`src/rtl/amc_consts.svh`:
```
// register offsets, field positions, reset values, commands and timing counts of the converter control
`ifndef AMC_CONSTS_SVH
`define AMC_CONSTS_SVH

// register offsets
`define AMC_REG_STATUS 5'h01
`define AMC_REG_CHAN 5'h02
`define AMC_REG_GAIN 5'h03
`define AMC_REG_RATE 5'h04
`define AMC_REG_SYS 5'h09

// reset values
`define AMC_CHAN_RST 8'h01
`define AMC_GAIN_RST 8'h00
`define AMC_RATE_RST 8'h14
`define AMC_SYS_RST 8'h00

// field positions
`define AMC_CHAN_POS_HI 7
`define AMC_CHAN_POS_LO 4
`define AMC_CHAN_NEG_HI 3
`define AMC_CHAN_NEG_LO 0
`define AMC_GAIN_EN_HI 4
`define AMC_GAIN_EN_LO 3
`define AMC_GAIN_HI 2
`define AMC_GAIN_LO 0
`define AMC_RATE_CLK_BIT 6
`define AMC_RATE_MODE_BIT 5
`define AMC_RATE_FILT_BIT 4
`define AMC_RATE_DR_HI 3
`define AMC_RATE_DR_LO 0
`define AMC_SYS_MON_HI 7
`define AMC_SYS_MON_LO 5
`define AMC_SYS_BURN_BIT 4
`define AMC_SYS_CRC_BIT 1

// field encodings
`define AMC_AMPLIFIER_POWER_ENABLE_ON 2'h1
`define AMC_GAIN_CODE_32 3'h5
`define AMC_DR_CODE_MAX 4'hD
`define AMC_MON_SHORT 3'h1

// serial commands
`define AMC_CMD_START 8'h08
`define AMC_CMD_STOP 8'h0A
`define AMC_CMD_RDATA 8'h12
`define AMC_CMD_RREG 3'h1
`define AMC_CMD_WREG 3'h2

// result check code
`define AMC_CRC_POLY 8'h07
`define AMC_CRC_INIT 8'hFF

// timing: mid-supply hold is two modulator clock periods
`define AMC_SYS_HZ 100000000
`define AMC_MOD_CLK_HZ 4096000
`define AMC_BBM_TCLK_PERIODS 2
`define AMC_BBM_CYC ((`AMC_BBM_TCLK_PERIODS * `AMC_SYS_HZ + `AMC_MOD_CLK_HZ - 1) / `AMC_MOD_CLK_HZ)

`endif

```
`src/rtl/amc_pkg.sv`:
```
// types shared by the converter control files
package amc_pkg;

    typedef enum logic [2:0] {
        SER_CMD,
        SER_COUNT,
        SER_WRITE,
        SER_READ,
        SER_DATA
    } amc_ser_state_type;

    typedef logic [15:0] amc_result_type;

endpackage : amc_pkg

```
`src/rtl/amc_top.sv`:
```
// converter front-end control: input routing, amplifier and filter settings, serial port
//
// How it works
// - route positive and negative selects to amplifier
// - common input is an ordinary select code
// - channel change: mid-supply two clock periods first
// - monitor choice shorts inputs at mid-supply
// - monitor choices for supplies and temperature
// - burn-out sources pull selected inputs when enabled
// - sixteen-bit results, rate 2.5 to 4000
// - sinc3 mode line rejection by rate
// - low-latency mode settled data with rejection
// - clock from internal oscillator or pin
// - one four-signal serial port for everything
// - output line shows ready and carries data
// - optional check code appended to data
// - works with chip select held low
// - start by pin or by command
// - continuous or single-shot conversion mode
// - binary gains 1 to 128, or bypass
// - gpio shares inputs on twelve-input variant
// - amplifier enable 00 bypass, 01 enabled
// - gains 64 and 128 use 32 plus scaling
`timescale 1ns/1ps
`include "amc_consts.svh"
module amc_top
    import amc_pkg::*;
#(
    parameter int INPUT_COUNT = 12
) (
    input wire logic clk_sys,
    input wire logic rst,
    input wire logic cs_n,
    input wire logic sclk,
    input wire logic din,
    input wire logic start_sync,
    output logic combined_out_ready_line,
    output logic combined_out_ready_oe,
    input wire logic [15:0] conv_result,
    input wire logic conv_result_valid,
    output logic conv_result_ready,
    output logic conv_run,
    output logic [3:0] positive_input_select,
    output logic [3:0] negative_input_select,
    output logic inputs_connected,
    output logic inputs_mid_short,
    output logic [2:0] monitor_select,
    output logic burnout_enable,
    output logic amplifier_power_enable,
    output logic [2:0] pga_analog_gain,
    output logic [1:0] digital_gain_shift,
    output logic filter_low_latency,
    output logic [3:0] data_rate_code,
    output logic single_shot_mode,
    output logic clk_source_external,
    output logic gpio_on_analog_inputs
);
    localparam logic [5:0] BBM_CYCLES = 6'(`AMC_BBM_CYC);

    // pin synchronisers: cs_n, sclk, din, start_sync
    logic [3:0] pin_meta_r;
    logic [3:0] pin_sync_r;
    logic sclk_prev_r;
    logic start_prev_r;
    logic cs_s;
    logic sclk_s;
    logic din_s;
    logic start_s;
    logic sclk_fall;
    logic sclk_rise;
    logic start_edge;

    // serial byte receiver
    logic [2:0] bit_cnt_r;
    logic [6:0] rx_sh_r;
    logic byte_done;
    logic [7:0] rx_byte;

    // command sequencer
    amc_ser_state_type state_r;
    amc_ser_state_type state_nxt;
    logic [4:0] addr_r;
    logic [4:0] addr_nxt;
    logic [7:0] count_r;
    logic [7:0] count_nxt;
    logic is_write_r;
    logic is_write_nxt;
    logic wr_en;
    logic tx_load;
    logic [23:0] tx_load_val;
    logic pop;
    logic start_cmd;
    logic stop_cmd;

    // transmitter
    logic [23:0] tx_sh_r;
    logic tx_active_r;
    logic line_r;

    // configuration registers
    logic [7:0] chan_r;
    logic [7:0] gain_r;
    logic [7:0] rate_r;
    logic [7:0] sys_r;
    logic [7:0] applied_chan_r;
    logic [5:0] bbm_cnt_r;
    logic chan_change;

    // results
    amc_result_type fifo_out;
    logic fifo_valid;
    amc_result_type last_r;
    amc_result_type send_word;
    logic conv_run_r;
    logic [2:0] gain_code;
    logic pga_on;

    function automatic logic [7:0] amc_crc8(input logic [15:0] d);
        logic [7:0] c;
        c = `AMC_CRC_INIT;
        for (int i = 15; i >= 0; i--) begin
            if (c[7] ^ d[i]) begin
                c = {c[6:0], 1'b0} ^ `AMC_CRC_POLY;
            end else begin
                c = {c[6:0], 1'b0};
            end
        end
        return c;
    endfunction : amc_crc8

    // two flip-flops on every pin before use
    always_ff @(posedge clk_sys or posedge rst) begin
        if (rst) begin
            pin_meta_r <= 4'h1;
            pin_sync_r <= 4'h1;
            sclk_prev_r <= 1'b0;
            start_prev_r <= 1'b0;
        end else begin
            pin_meta_r <= {start_sync, din, sclk, cs_n};
            pin_sync_r <= pin_meta_r;
            sclk_prev_r <= pin_sync_r[1];
            start_prev_r <= pin_sync_r[3];
        end
    end

    assign cs_s = pin_sync_r[0];
    assign sclk_s = pin_sync_r[1];
    assign din_s = pin_sync_r[2];
    assign start_s = pin_sync_r[3];
    assign sclk_fall = !cs_s && sclk_prev_r && !sclk_s;
    assign sclk_rise = !cs_s && !sclk_prev_r && sclk_s;
    assign start_edge = start_s && !start_prev_r;

    // bits are taken on the falling serial clock edge; framing is by byte count, and chip select high restarts it
    always_ff @(posedge clk_sys or posedge rst) begin
        if (rst) begin
            bit_cnt_r <= 3'h0;
            rx_sh_r <= 7'h00;
        end else if (cs_s) begin
            bit_cnt_r <= 3'h0;
        end else if (sclk_fall) begin
            rx_sh_r <= {rx_sh_r[5:0], din_s};
            bit_cnt_r <= bit_cnt_r + 3'h1;
        end
    end

    assign byte_done = sclk_fall && (bit_cnt_r == 3'h7);
    assign rx_byte = {rx_sh_r, din_s};

    // read-back of the register map
    function automatic logic [7:0] reg_value(input logic [4:0] a, input logic [7:0] status);
        logic [7:0] v;
        v = 8'h00;
        unique case (a)
            `AMC_REG_STATUS: v = status;
            `AMC_REG_CHAN: v = chan_r;
            `AMC_REG_GAIN: v = gain_r;
            `AMC_REG_RATE: v = rate_r;
            `AMC_REG_SYS: v = sys_r;
            default: v = 8'h00;
        endcase
        return v;
    endfunction : reg_value

    logic [7:0] status_val;
    assign status_val = {5'h00, conv_run_r, fifo_valid, (bbm_cnt_r != 6'h00)};
    assign send_word = fifo_valid ? fifo_out : last_r;

    // command decoder over one serial port for set-up and data
    always_comb begin
        state_nxt = state_r;
        addr_nxt = addr_r;
        count_nxt = count_r;
        is_write_nxt = is_write_r;
        wr_en = 1'b0;
        tx_load = 1'b0;
        tx_load_val = 24'h000000;
        pop = 1'b0;
        start_cmd = 1'b0;
        stop_cmd = 1'b0;
        if (cs_s) begin
            state_nxt = SER_CMD;
        end else if (byte_done) begin
            unique case (state_r)
                SER_CMD: begin
                    if (rx_byte == `AMC_CMD_START) begin
                        start_cmd = 1'b1;
                    end else if (rx_byte == `AMC_CMD_STOP) begin
                        stop_cmd = 1'b1;
                    end else if (rx_byte == `AMC_CMD_RDATA) begin
                        tx_load = 1'b1;
                        tx_load_val = {send_word, amc_crc8(send_word)};
                        pop = fifo_valid;
                        count_nxt = sys_r[`AMC_SYS_CRC_BIT] ? 8'h02 : 8'h01;
                        state_nxt = SER_DATA;
                    end else if (rx_byte[7:5] == `AMC_CMD_RREG || rx_byte[7:5] == `AMC_CMD_WREG) begin
                        addr_nxt = rx_byte[4:0];
                        is_write_nxt = (rx_byte[7:5] == `AMC_CMD_WREG);
                        state_nxt = SER_COUNT;
                    end
                end
                SER_COUNT: begin
                    count_nxt = rx_byte;
                    if (is_write_r) begin
                        state_nxt = SER_WRITE;
                    end else begin
                        tx_load = 1'b1;
                        tx_load_val = {reg_value(addr_r, status_val), 16'h0000};
                        state_nxt = SER_READ;
                    end
                end
                SER_WRITE: begin
                    wr_en = 1'b1;
                    addr_nxt = addr_r + 5'h01;
                    count_nxt = count_r - 8'h01;
                    if (count_r == 8'h00) begin
                        state_nxt = SER_CMD;
                    end
                end
                SER_READ: begin
                    addr_nxt = addr_r + 5'h01;
                    count_nxt = count_r - 8'h01;
                    if (count_r == 8'h00) begin
                        state_nxt = SER_CMD;
                    end else begin
                        tx_load = 1'b1;
                        tx_load_val = {reg_value(addr_nxt, status_val), 16'h0000};
                    end
                end
                SER_DATA: begin
                    count_nxt = count_r - 8'h01;
                    if (count_r == 8'h00) begin
                        state_nxt = SER_CMD;
                    end
                end
            endcase
        end
    end

    always_ff @(posedge clk_sys or posedge rst) begin
        if (rst) begin
            state_r <= SER_CMD;
            addr_r <= 5'h00;
            count_r <= 8'h00;
            is_write_r <= 1'b0;
        end else begin
            state_r <= state_nxt;
            addr_r <= addr_nxt;
            count_r <= count_nxt;
            is_write_r <= is_write_nxt;
        end
    end

    // output line: data bits during a read-out, otherwise low while a result waits
    always_ff @(posedge clk_sys or posedge rst) begin
        if (rst) begin
            tx_sh_r <= 24'h000000;
            tx_active_r <= 1'b0;
            line_r <= 1'b1;
        end else begin
            if (tx_load) begin
                tx_sh_r <= tx_load_val;
                tx_active_r <= 1'b1;
            end else if (sclk_rise && tx_active_r) begin
                tx_sh_r <= {tx_sh_r[22:0], 1'b0};
                line_r <= tx_sh_r[23];
            end
            if (cs_s || (byte_done && state_nxt == SER_CMD && !tx_load)) begin
                tx_active_r <= 1'b0;
            end
            if (!tx_active_r && !tx_load) begin
                line_r <= !fifo_valid;
            end
        end
    end

    assign combined_out_ready_line = line_r;
    assign combined_out_ready_oe = !cs_s;

    // register writes
    assign chan_change = wr_en && (addr_r == `AMC_REG_CHAN) && (rx_byte != chan_r);

    always_ff @(posedge clk_sys or posedge rst) begin
        if (rst) begin
            chan_r <= `AMC_CHAN_RST;
            gain_r <= `AMC_GAIN_RST;
            rate_r <= `AMC_RATE_RST;
            sys_r <= `AMC_SYS_RST;
        end else if (wr_en) begin
            unique case (addr_r)
                `AMC_REG_CHAN: chan_r <= rx_byte;
                `AMC_REG_GAIN: gain_r <= rx_byte;
                `AMC_REG_RATE: rate_r <= rx_byte;
                `AMC_REG_SYS: sys_r <= rx_byte;
                default: ;
            endcase
        end
    end

    // break-before-make: hold at mid-supply, then connect the new pair
    always_ff @(posedge clk_sys or posedge rst) begin
        if (rst) begin
            bbm_cnt_r <= 6'h00;
            applied_chan_r <= `AMC_CHAN_RST;
        end else if (chan_change) begin
            bbm_cnt_r <= BBM_CYCLES;
        end else if (bbm_cnt_r != 6'h00) begin
            bbm_cnt_r <= bbm_cnt_r - 6'h01;
            if (bbm_cnt_r == 6'h01) begin
                applied_chan_r <= chan_r;
            end
        end
    end

    // any four-bit code, the common input included, passes through unchanged
    assign positive_input_select = applied_chan_r[`AMC_CHAN_POS_HI:`AMC_CHAN_POS_LO];
    assign negative_input_select = applied_chan_r[`AMC_CHAN_NEG_HI:`AMC_CHAN_NEG_LO];
    assign inputs_connected = (bbm_cnt_r == 6'h00);
    assign monitor_select = sys_r[`AMC_SYS_MON_HI:`AMC_SYS_MON_LO];
    assign inputs_mid_short = (bbm_cnt_r != 6'h00) || (monitor_select == `AMC_MON_SHORT);
    assign burnout_enable = sys_r[`AMC_SYS_BURN_BIT];

    // amplifier enable, gain and digital scaling
    assign gain_code = gain_r[`AMC_GAIN_HI:`AMC_GAIN_LO];
    assign pga_on = (gain_r[`AMC_GAIN_EN_HI:`AMC_GAIN_EN_LO] == `AMC_AMPLIFIER_POWER_ENABLE_ON);
    assign amplifier_power_enable = pga_on;

    always_comb begin
        pga_analog_gain = 3'h0;
        digital_gain_shift = 2'h0;
        if (pga_on) begin
            if (gain_code > `AMC_GAIN_CODE_32) begin
                pga_analog_gain = `AMC_GAIN_CODE_32;
                digital_gain_shift = 2'(gain_code - `AMC_GAIN_CODE_32);
            end else begin
                pga_analog_gain = gain_code;
            end
        end
    end

    // filter, rate, mode and clock source
    assign filter_low_latency = rate_r[`AMC_RATE_FILT_BIT];
    assign data_rate_code = (rate_r[`AMC_RATE_DR_HI:`AMC_RATE_DR_LO] > `AMC_DR_CODE_MAX) ?
        `AMC_DR_CODE_MAX : rate_r[`AMC_RATE_DR_HI:`AMC_RATE_DR_LO];
    assign single_shot_mode = rate_r[`AMC_RATE_MODE_BIT];
    assign clk_source_external = rate_r[`AMC_RATE_CLK_BIT];
    assign gpio_on_analog_inputs = (INPUT_COUNT == 12);

    // conversion run control
    always_ff @(posedge clk_sys or posedge rst) begin
        if (rst) begin
            conv_run_r <= 1'b0;
        end else if (start_edge || start_cmd) begin
            conv_run_r <= 1'b1;
        end else if (stop_cmd) begin
            conv_run_r <= 1'b0;
        end else if (single_shot_mode && conv_result_valid && conv_result_ready) begin
            conv_run_r <= 1'b0;
        end
    end

    assign conv_run = conv_run_r;

    // last result repeats when the buffer is empty
    always_ff @(posedge clk_sys or posedge rst) begin
        if (rst) begin
            last_r <= 16'h0000;
        end else if (pop) begin
            last_r <= fifo_out;
        end
    end

    amc_fifo #(
        .WIDTH(16),
        .DEPTH(8)
    ) u_result_fifo (
        .clk_sys(clk_sys),
        .rst(rst),
        .in_data(conv_result),
        .in_valid(conv_result_valid),
        .in_ready(conv_result_ready),
        .out_data(fifo_out),
        .out_valid(fifo_valid),
        .out_ready(pop)
    );

endmodule : amc_top

```
`src/rtl/amc_fifo.sv`:
```
// result fifo with parameter width and depth, valid and ready on both sides
`timescale 1ns/1ps
module amc_fifo #(
    parameter int WIDTH = 16,
    parameter int DEPTH = 8
) (
    input wire logic clk_sys,
    input wire logic rst,
    input wire logic [WIDTH-1:0] in_data,
    input wire logic in_valid,
    output logic in_ready,
    output logic [WIDTH-1:0] out_data,
    output logic out_valid,
    input wire logic out_ready
);
    localparam int AW = $clog2(DEPTH);
    localparam logic [AW:0] FULL_COUNT = DEPTH[AW:0];

    logic [WIDTH-1:0] mem_r [DEPTH];
    logic [AW-1:0] wr_ptr_r;
    logic [AW-1:0] rd_ptr_r;
    logic [AW:0] count_r;
    logic push;
    logic pop;

    assign in_ready = (count_r != FULL_COUNT);
    assign out_valid = (count_r != '0);
    assign out_data = mem_r[rd_ptr_r];
    assign push = in_valid & in_ready;
    assign pop = out_valid & out_ready;

    // storage, depth is a power of two so pointers wrap naturally
    always_ff @(posedge clk_sys or posedge rst) begin
        if (rst) begin
            for (int i = 0; i < DEPTH; i++) begin
                mem_r[i] <= '0;
            end
        end else if (push) begin
            mem_r[wr_ptr_r] <= in_data;
        end
    end

    always_ff @(posedge clk_sys or posedge rst) begin
        if (rst) begin
            wr_ptr_r <= '0;
            rd_ptr_r <= '0;
            count_r <= '0;
        end else begin
            if (push) begin
                wr_ptr_r <= wr_ptr_r + 1'b1;
            end
            if (pop) begin
                rd_ptr_r <= rd_ptr_r + 1'b1;
            end
            if (push && !pop) begin
                count_r <= count_r + 1'b1;
            end else if (pop && !push) begin
                count_r <= count_r - 1'b1;
            end
        end
    end

endmodule : amc_fifo

```
`config.mk`:
```
export PLATFORM = sky130hd
export DESIGN_NAME = amc_top
export DESIGN_NICKNAME = d
export VERILOG_FILES = /design/src/rtl/amc_pkg.sv /design/src/rtl/amc_top.sv /design/src/rtl/amc_fifo.sv
export VERILOG_INCLUDE_DIRS = /design/src /design/src/rtl
export SDC_FILE = /design/constraint.sdc
export NUM_CORES = 1
export LEC_CHECK = 0
export BUFFER_PORTS_ARGS = -buffer_cell sky130_fd_sc_hd__buf_2
export CAP_MARGIN = 20
export CORE_MARGIN = 2
export CORE_UTILIZATION = 30
export DETAILED_ROUTE_END_ITERATION = 10
export PLACE_DENSITY = 0.56
export SYNTH_ARGS = -nofsm -noshare
export SYNTH_HDL_FRONTEND = slang
export SYNTH_SLANG_ARGS = --single-unit
```
`constraint.sdc`:
```
create_clock -name clk_sys -period 11.05 [get_ports clk_sys]
set_input_delay 1.105 -clock clk_sys [delete_from_list [all_inputs] [get_ports clk_sys]]
set_output_delay 1.105 -clock clk_sys [all_outputs]
set_load 0.01 [all_outputs]
```
==> impl_metrics.yaml, run 1 <==
status:
  status: "finished clean"
worst_setup_path:
  r2r_end: "u_result_fifo.count_r[3]"
  crit_fanout: 18
  r2r_slack_ns: 6.78
  critPathTopFamily: "simple AND/OR/NAND/NOR gates"
  reg2reg_from: "rx_sh_r[5]"
  worstPathArrival_ns: 4.72
  crit_buf_inv: 1
  cp.depth: 12
  path_class: "flip-flop to flip-flop"
  cp-end-kind: "flip-flop"
  critPathLaunchType: "flip-flop"
  ff2ff_path_depth: 12
  worstPathCellList: "or4_1 -> or4_1 -> nor2_2 -> nand2_1 -> ha_1 -> inv_1 -> ha_1 -> a21o_1 -> a21oi_1 -> xnor2_1 -> nor2_1 -> xor2_1"
  crit_path_end: "u_result_fifo.count_r[3]"
  worstSetupStartpoint: "rx_sh_r[5]"
  cpMaxStageDelayCell: "or4_1"
  cp.required_ns: 11.51
  slowest_delay_ns: 0.63
clock_tree:
  cts-hold-fix-buffers: 0
  cts_tree: "yes"
  clk_pin_slew_worst_paths_ns: 0.07
  cts_resized: 0
  cts_buffer_depth: 3
  insertion_delay_ns: 0.58
  cts-root-buf: "clkbuf_16"
  numCtsBuffers: 29
  h-tree-depth: 1
  cts_sinks: 264
  post_cts_buffers: 0
yosys:
  synth_compound_area_frac: 0.114
  ys_ff_latch: 264
  ys_types: 77
  syn-num-nets: 1203
  avgSynthCellArea_um2: 11.7
  synth_edf_count: 0
  synthFlopType: "dfrtp_1"
  ys_top_cells_by_area: "dfrtp_1 (47%), mux2_2 (17%), mux2i_1 (3.5%)"
  yosys.area_share.simple: 0.0964
  synth_top_family_by_area: "multiplexers"
  synth_top_area_frac: 0.475
  post_synth_fa_ha_maj_area_fraction: 0.0172
  yosysTopAreaCell: "dfrtp_1"
  synthArstFlopShare: 1.00
  syn-instance-count: 1162
  synth_mux_area_frac: 0.209
  yosys_warnings: 0
  seq_area_frac_synth: 0.488
  synth_xor_area_frac: 0.0425
  syn-cell-area_mm2: 0.0135
sta:
  rsz0062_at_grt: "false"
  period_needed_ns: 4.27
  finalSetupTns_ns: 0
  maxSlewHeadroom: 0.272
  fin_crit_sh: 0.386
  fmax_mhz: 234
  worst_pin_slew_ns: 1.09
  hold_viol: 0
  final-setup-viol-count: 0
  clock-skew-final_ns: 0.0209
  hold_slack_ns: 0.351
  maxSlewViolCount: 0
global_routing:
  antenna_found_initial: 1
  grt_pass1_vias: 9377
  grt_max_degree: 141
  track_usage: 0.142
  overflow: 0
  grt_pass1_wl_um: 53700
job:
  maxCapViolCount: 0
floorplanning:
  die_y_um: 216
  design.die.area_mm2: 0.0469
  start_util: 0.305
  fp.coreArea_mm2: 0.0444
  num_io_pins: 55
  fp-row-count: 77
  die_w_um: 216
pwr:
  p_sw_frac: 0.305
  power.switching_w: 0.00111
  combPwrFrac: 0.330
  leakagePower_nw: 6.64
  pwr-share-seq: 0.386
  p_int_w: 0.00254
  power_frac_clock: 0.284
  power_per_cell_area_mw_per_mm2: 237
  vdd.ir_drop.worst_uv: 148
routing:
  drt_wl_total_um: 33100
  drtAntennaViolNets: 0
  dr_wl_met2_um: 15500
  wl_met1_um: 15400
  drc: 0
  drtIter0Drc: 520
  met3WireLength_um: 1450
  routed_via_density: 5.08
  first_pass_iters: 6
  wl_per_cell_um: 18.3
  routed-via-count: 9174
  topRoutingLayerUsed: "met4"
placed_design:
  port_buffers: 53
  dpl_cell_area_mm2: 0.0143
  dpl.hpwl_um: 22100
  place_congestion: 0.829
  placed_cells: 1749
finish:
  final_common_cell: "dfrtp_1"
  nets: 1231
  drive_above_1_share: 0.298
  n_fill_cell: 4399
  final_cell_mix: "dfrtp_1 (256), mux2_2 (209), nand2_1 (104), buf_2 (54), nor2_1 (52)"
  instances_no_fill: 1806
  final_cell_area_mm2: 0.0154
  area_growth_syn_to_layout_pct: 13.6
hold_path:
  hp-class: "flip-flop to flip-flop"
==> power groups by stage <==
stage          clock network, W  registers, W  logic, W
6_report                0.00104       0.00141   0.00121
3_5_place_dp                  0       0.00142   0.00120
2_1_floorplan                 0       0.00134   0.00102
3_3_place_gp                  0       0.00141   0.00119
5_1_grt                 0.00111       0.00145   0.00131
4_1_cts                 0.00106       0.00141   0.00122
==> synth_stat cells (10+ instances only) <==
cell type and n:
xor2_1 16, mux2_2 209, nor2_1 52, a22o_1 11
o22ai_1 25, nor2b_1 10, nand2b_1 14, nand2_1 104
and2_1 12, clkbuf_1 48, o31ai_1 21, a21oi_1 25
xnor2_1 24, inv_1 18, ha_1 17, dfrtp_1 257
nand3_1 14, nor3_1 21, mux2i_1 48, a222oi_1 10
o21ai_0 38, a211oi_1 14
==> how the worst min path moves through the flow <==
| stage | start | end | slack, ns | cells past startpoint |
|---|---|---|---|---|
| floorplan | pin_meta_r[1] | pin_sync_r[1] | 0.33 | 0 |
| global placement | pin_meta_r[3] | pin_sync_r[3] | 0.34 | 0 |
| detailed placement | pin_meta_r[3] | pin_sync_r[3] | 0.34 | 0 |
| CTS | pin_meta_r[3] | pin_sync_r[3] | 0.35 | 0 |
| global route | pin_meta_r[3] | pin_sync_r[3] | 0.37 | 0 |
| finish | pin_meta_r[3] | pin_sync_r[3] | 0.35 | 0 |
==> state kept, by name (all words and copies together) (netlist names), 4 cells and up <==
register               count
u_result_fifo.mem_r      128
tx_sh_r                   24
last_r                    16
applied_chan_r             8
chan_r                     8
count_r                    8
gain_r                     8
rate_r                     8
sys_r                      8
rx_sh_r                    7
bbm_cnt_r                  6
addr_r                     5
pin_meta_r                 4
pin_sync_r                 4
u_result_fifo.count_r      4
==> kinds of logic after synthesis <==
family                   Yosys count
adder cells (fa/ha/maj)           18
other                              1
buffers and inverters             92
multiplexers                     257
flip-flops                       264
XOR/XNOR                          50
AND/OR/NAND/NOR                  268
AO/OA/AOI/OAI                    212
==> layer usage <==
layer,GRT usage,vias to the layer above
met5,0,-
met4,0.0329,0
met3,0.0255,49
met2,0.232,198
met1,0.196,4636
li1,-,4291
==> layout make-up <==
| cell class | instances | area [um2] | share of cell area |
|---|---|---|---|
| diodes | 1 | 2.50 | 0.000163 |
| clock buffers | 35 | 788 | 0.0512 |
| clock inverters | 19 | 235 | 0.0153 |
| inverters | 19 | 78.8 | 0.00512 |
| multi-input cells | 806 | 6510 | 0.423 |
| flip-flops and latches | 264 | 6620 | 0.430 |
| well taps | 592 | 741 | 0.0481 |
| repair buffers | 70 | 418 | 0.0272 |
==> through the flow <==
stage | worst slack, ns | utilization | power (W)
finish | 6.78 | 0.347 | 0.00365
global placement | 6.15 | 0.322 | 0.00260
global route | 6.55 | 0.347 | 0.00386
floorplan | 2.69 | - | 0.00237
detailed placement | 6.03 | 0.323 | 0.00262
CTS | 6.03 | 0.346 | 0.00369
(Power assumes the default switching activity.)
==> run 2: changes to the inputs <==
--- a/config.mk
+++ b/config.mk
@@ -6,6 +6,7 @@
 export SDC_FILE = /design/constraint.sdc
 export NUM_CORES = 1
 export LEC_CHECK = 0
+export ABC_AREA = 1
 export BUFFER_PORTS_ARGS = -buffer_cell sky130_fd_sc_hd__buf_2
 export CAP_MARGIN = 20
 export CORE_MARGIN = 2
==> constraint.sdc (replaced) <==
create_clock -name clk_sys -period 4.2 [get_ports clk_sys]
set_input_delay 0.42 -clock clk_sys [delete_from_list [all_inputs] [get_ports clk_sys]]
set_output_delay 0.42 -clock clk_sys [all_outputs]
set_load 0.01 [all_outputs]
==> run 2 against run 1 <==
Wire length rose by 13%. Sequential cell count is the same. Synthesized cell count grew 50%. First-iteration DRC count grew 79%. Largest cell class unchanged.
==> impl_metrics.yaml, run 2 <==
finish:
  top_regs: "u_result_fifo.mem_r: 128 flops, tx_sh_r: 24 flops, last_r: 16 flops"
  final_common_cell: "nand2_1"
  n_antenna_cell: 0
  final_cell_area_mm2: 0.0154
  drive_above_1_share: 0.0941
  top_register: "u_result_fifo.mem_r"
  final_util: 0.348
  nets: 1824
  largest_reg_flops: 128
  area_growth_syn_to_layout_pct: 13.8
  final_cell_mix: "nand2_1 (496), o21ai_0 (283), dfrtp_1 (256), inv_1 (166), nor2_1 (114)"
routing:
  routed_via_density: 4.90
  first_pass_iters: 5
  routed-via-count: 11757
  drtIter0Drc: 929
  drc: 0
  drtAntennaViolNets: 0
  drt_wl_total_um: 37600
  wl_per_cell_um: 15.7
sta:
  rsz0062_at_grt: "false"
  finalSetupTns_ns: 0
  maxSlewHeadroom: 0.430
  maxSlewViolCount: 0
  clock-skew-final_ns: 0.0128
  fmax_mhz: 301
  worst_pin_slew_ns: 0.854
  fin_ws_ns: 0.873
  period_needed_ns: 3.33
  hold_viol: 0
  final-setup-viol-count: 0
  fin_crit_sh: 0.792
clock_tree:
  post_cts_buffers: 0
  clk_pin_slew_worst_paths_ns: 0.06
  cts_sinks: 264
  h-tree-depth: 1
  cts_buffer_depth: 3
  numCtsBuffers: 31
  insertion_delay_ns: 0.57
  cts_tree: "yes"
  cts-root-buf: "clkbuf_16"
placed_design:
  dpl.hpwl_um: 24900
  port_buffers: 53
  dpl_cell_area_mm2: 0.0144
  pre_cts_slack_ns: 0.868
  place_congestion: 0.900
yosys:
  synthArstFlopShare: 1.00
  ys_ff_latch: 264
  ys_types: 53
  syn-cell-area_mm2: 0.0136
  synth_top_area_frac: 0.474
  yosys.cell_count.top_type: "nand2_1"
  yosysTopAreaCell: "dfrtp_1"
  yosys_warnings: 0
  ys_top_cells_by_area: "dfrtp_1 (47%), nand2_1 (14%), o21ai_0 (10%)"
  synth_edf_count: 0
  avgSynthCellArea_um2: 7.77
  seq_area_frac_synth: 0.487
  synthTopCellsByCount: "nand2_1 (496), o21ai_0 (283), dfrtp_1 (257)"
  syn-num-nets: 1788
  synthFlopType: "dfrtp_1"
  syn-instance-count: 1747
hold_path:
  hp-class: "primary input to asynchronous set/reset pin"
worst_setup_path:
  cp.required_ns: 4.65
  cpMostUsedCell: "inv_1"
  crit_fanout: 16
  r2r_end: "u_result_fifo.count_r[3]"
  critPathLaunchType: "flip-flop"
  worstPathCellList: "inv_2 -> nand3_2 -> inv_2 -> nand2_2 -> nor2_1 -> inv_1 -> nor2_1 -> inv_1 -> nor3_4 -> inv_1 -> ha_1 -> inv_1 -> ha_1 -> a21o_1 -> a21oi_1 -> nand2_1 -> nand2_1 -> nor2_1 -> xor2_1"
  cpMaxStageDelayCell: "dfstp_2"
  cp-end-kind: "flip-flop"
  reg2reg_from: "pin_sync_r[0]"
  path_class: "flip-flop to flip-flop"
  r2r_slack_ns: 0.87
  ff2ff_path_depth: 19
  slowest_delay_ns: 0.38
  worstPathArrival_ns: 3.78
floorplanning:
  die_w_um: 217
  design.die.area_mm2: 0.0470
  start_util: 0.306
  num_io_pins: 55
  fp-row-count: 77
  fp.coreArea_mm2: 0.0444
  die_y_um: 217
pwr:
  leakagePower_nw: 7.41
  power_per_cell_area_mw_per_mm2: 590
  power_w: 0.00912
  vdd.ir_drop.worst_uv: 353
job:
  maxCapViolCount: 0
global_routing:
  antenna_found_initial: 0
  grt_max_degree: 97
  grt_pass1_wl_um: 61500
  grt_pass1_vias: 11384
  overflow: 0
  track_usage: 0.161
status:
  status: "finished clean"
==> run 2: layout make-up <==
type,instances,area (um2)
fill,4649,29000
inverter,180,679
clock inverter,9,78.8
clock buffer,47,916
multi-input combinational,1226,5890
tap,592,741
timing repair buffer,80,515
sequential,264,6620
==> run 2: how the worst max path moves through the flow <==
stage             startpoint  slack (ns)                        to
4_1_cts        pin_sync_r[0]        0.85  u_result_fifo.count_r[3]
5_1_grt        pin_sync_r[1]        0.55  u_result_fifo.count_r[3]
6_report       pin_sync_r[0]        0.87  u_result_fifo.count_r[3]
3_3_place_gp   pin_sync_r[1]        0.91  u_result_fifo.count_r[3]
3_5_place_dp   pin_sync_r[1]        0.87  u_result_fifo.count_r[3]
2_1_floorplan            rst        0.30                 addr_r[0]
==> run 2: timing repair <==
action                    in CTS  in global routing
hold buffers                   4                  0
hold endpoints to repair       4                  0
resized for setup              0                  0
==> run 2: stage by stage <==
stage | instances | hold WS (ns)
detailed placement | 2338 | 0.345
CTS | 2398 | 0.0318
global placement | 2338 | 0.341
global route | 2398 | 0.0741
finish | 2398 | 0.0215
floorplan | 1747 | 0.331
==> run 2: logic make-up after synthesis <==
family,Yosys count,synth area share
simple gates,762,0.232
xor+xnor,18,0.0122
compound gates,427,0.173
fa+ha+maj,18,0.0171
buf+inv,257,0.0782
flops,264,0.487
other cells,1,0.000276
==> run 2: routing by layer <==
layer / vias up / track usage / share of wire
met5: - / 0 / 0
met1: 5630 / 0.222 / 0.47
li1: 5815 / - / -
met4: 0 / 0.0486 / 0.027
met3: 59 / 0.0205 / 0.042
met2: 253 / 0.264 / 0.46
==> run 2: critical path, delay by kind of cell (launching register included) <==
kind | cells | cell delay [ns]
buf+inv | 6 | 0.67
xor+xnor | 1 | 0.13
flops | 1 | 0.38
simple gates | 8 | 1.20
compound gates | 2 | 0.34
fa+ha+maj | 2 | 0.49
==> run 2: report_power, final <==
group / total (W) / internal (W) / switching [W]
logic: 0.00299 / 0.000988 / 0.00200
registers: 0.00350 / 0.00316 / 0.000350
clock network: 0.00262 / 0.00155 / 0.00107
total: 0.00912 / 0.00569 / 0.00342
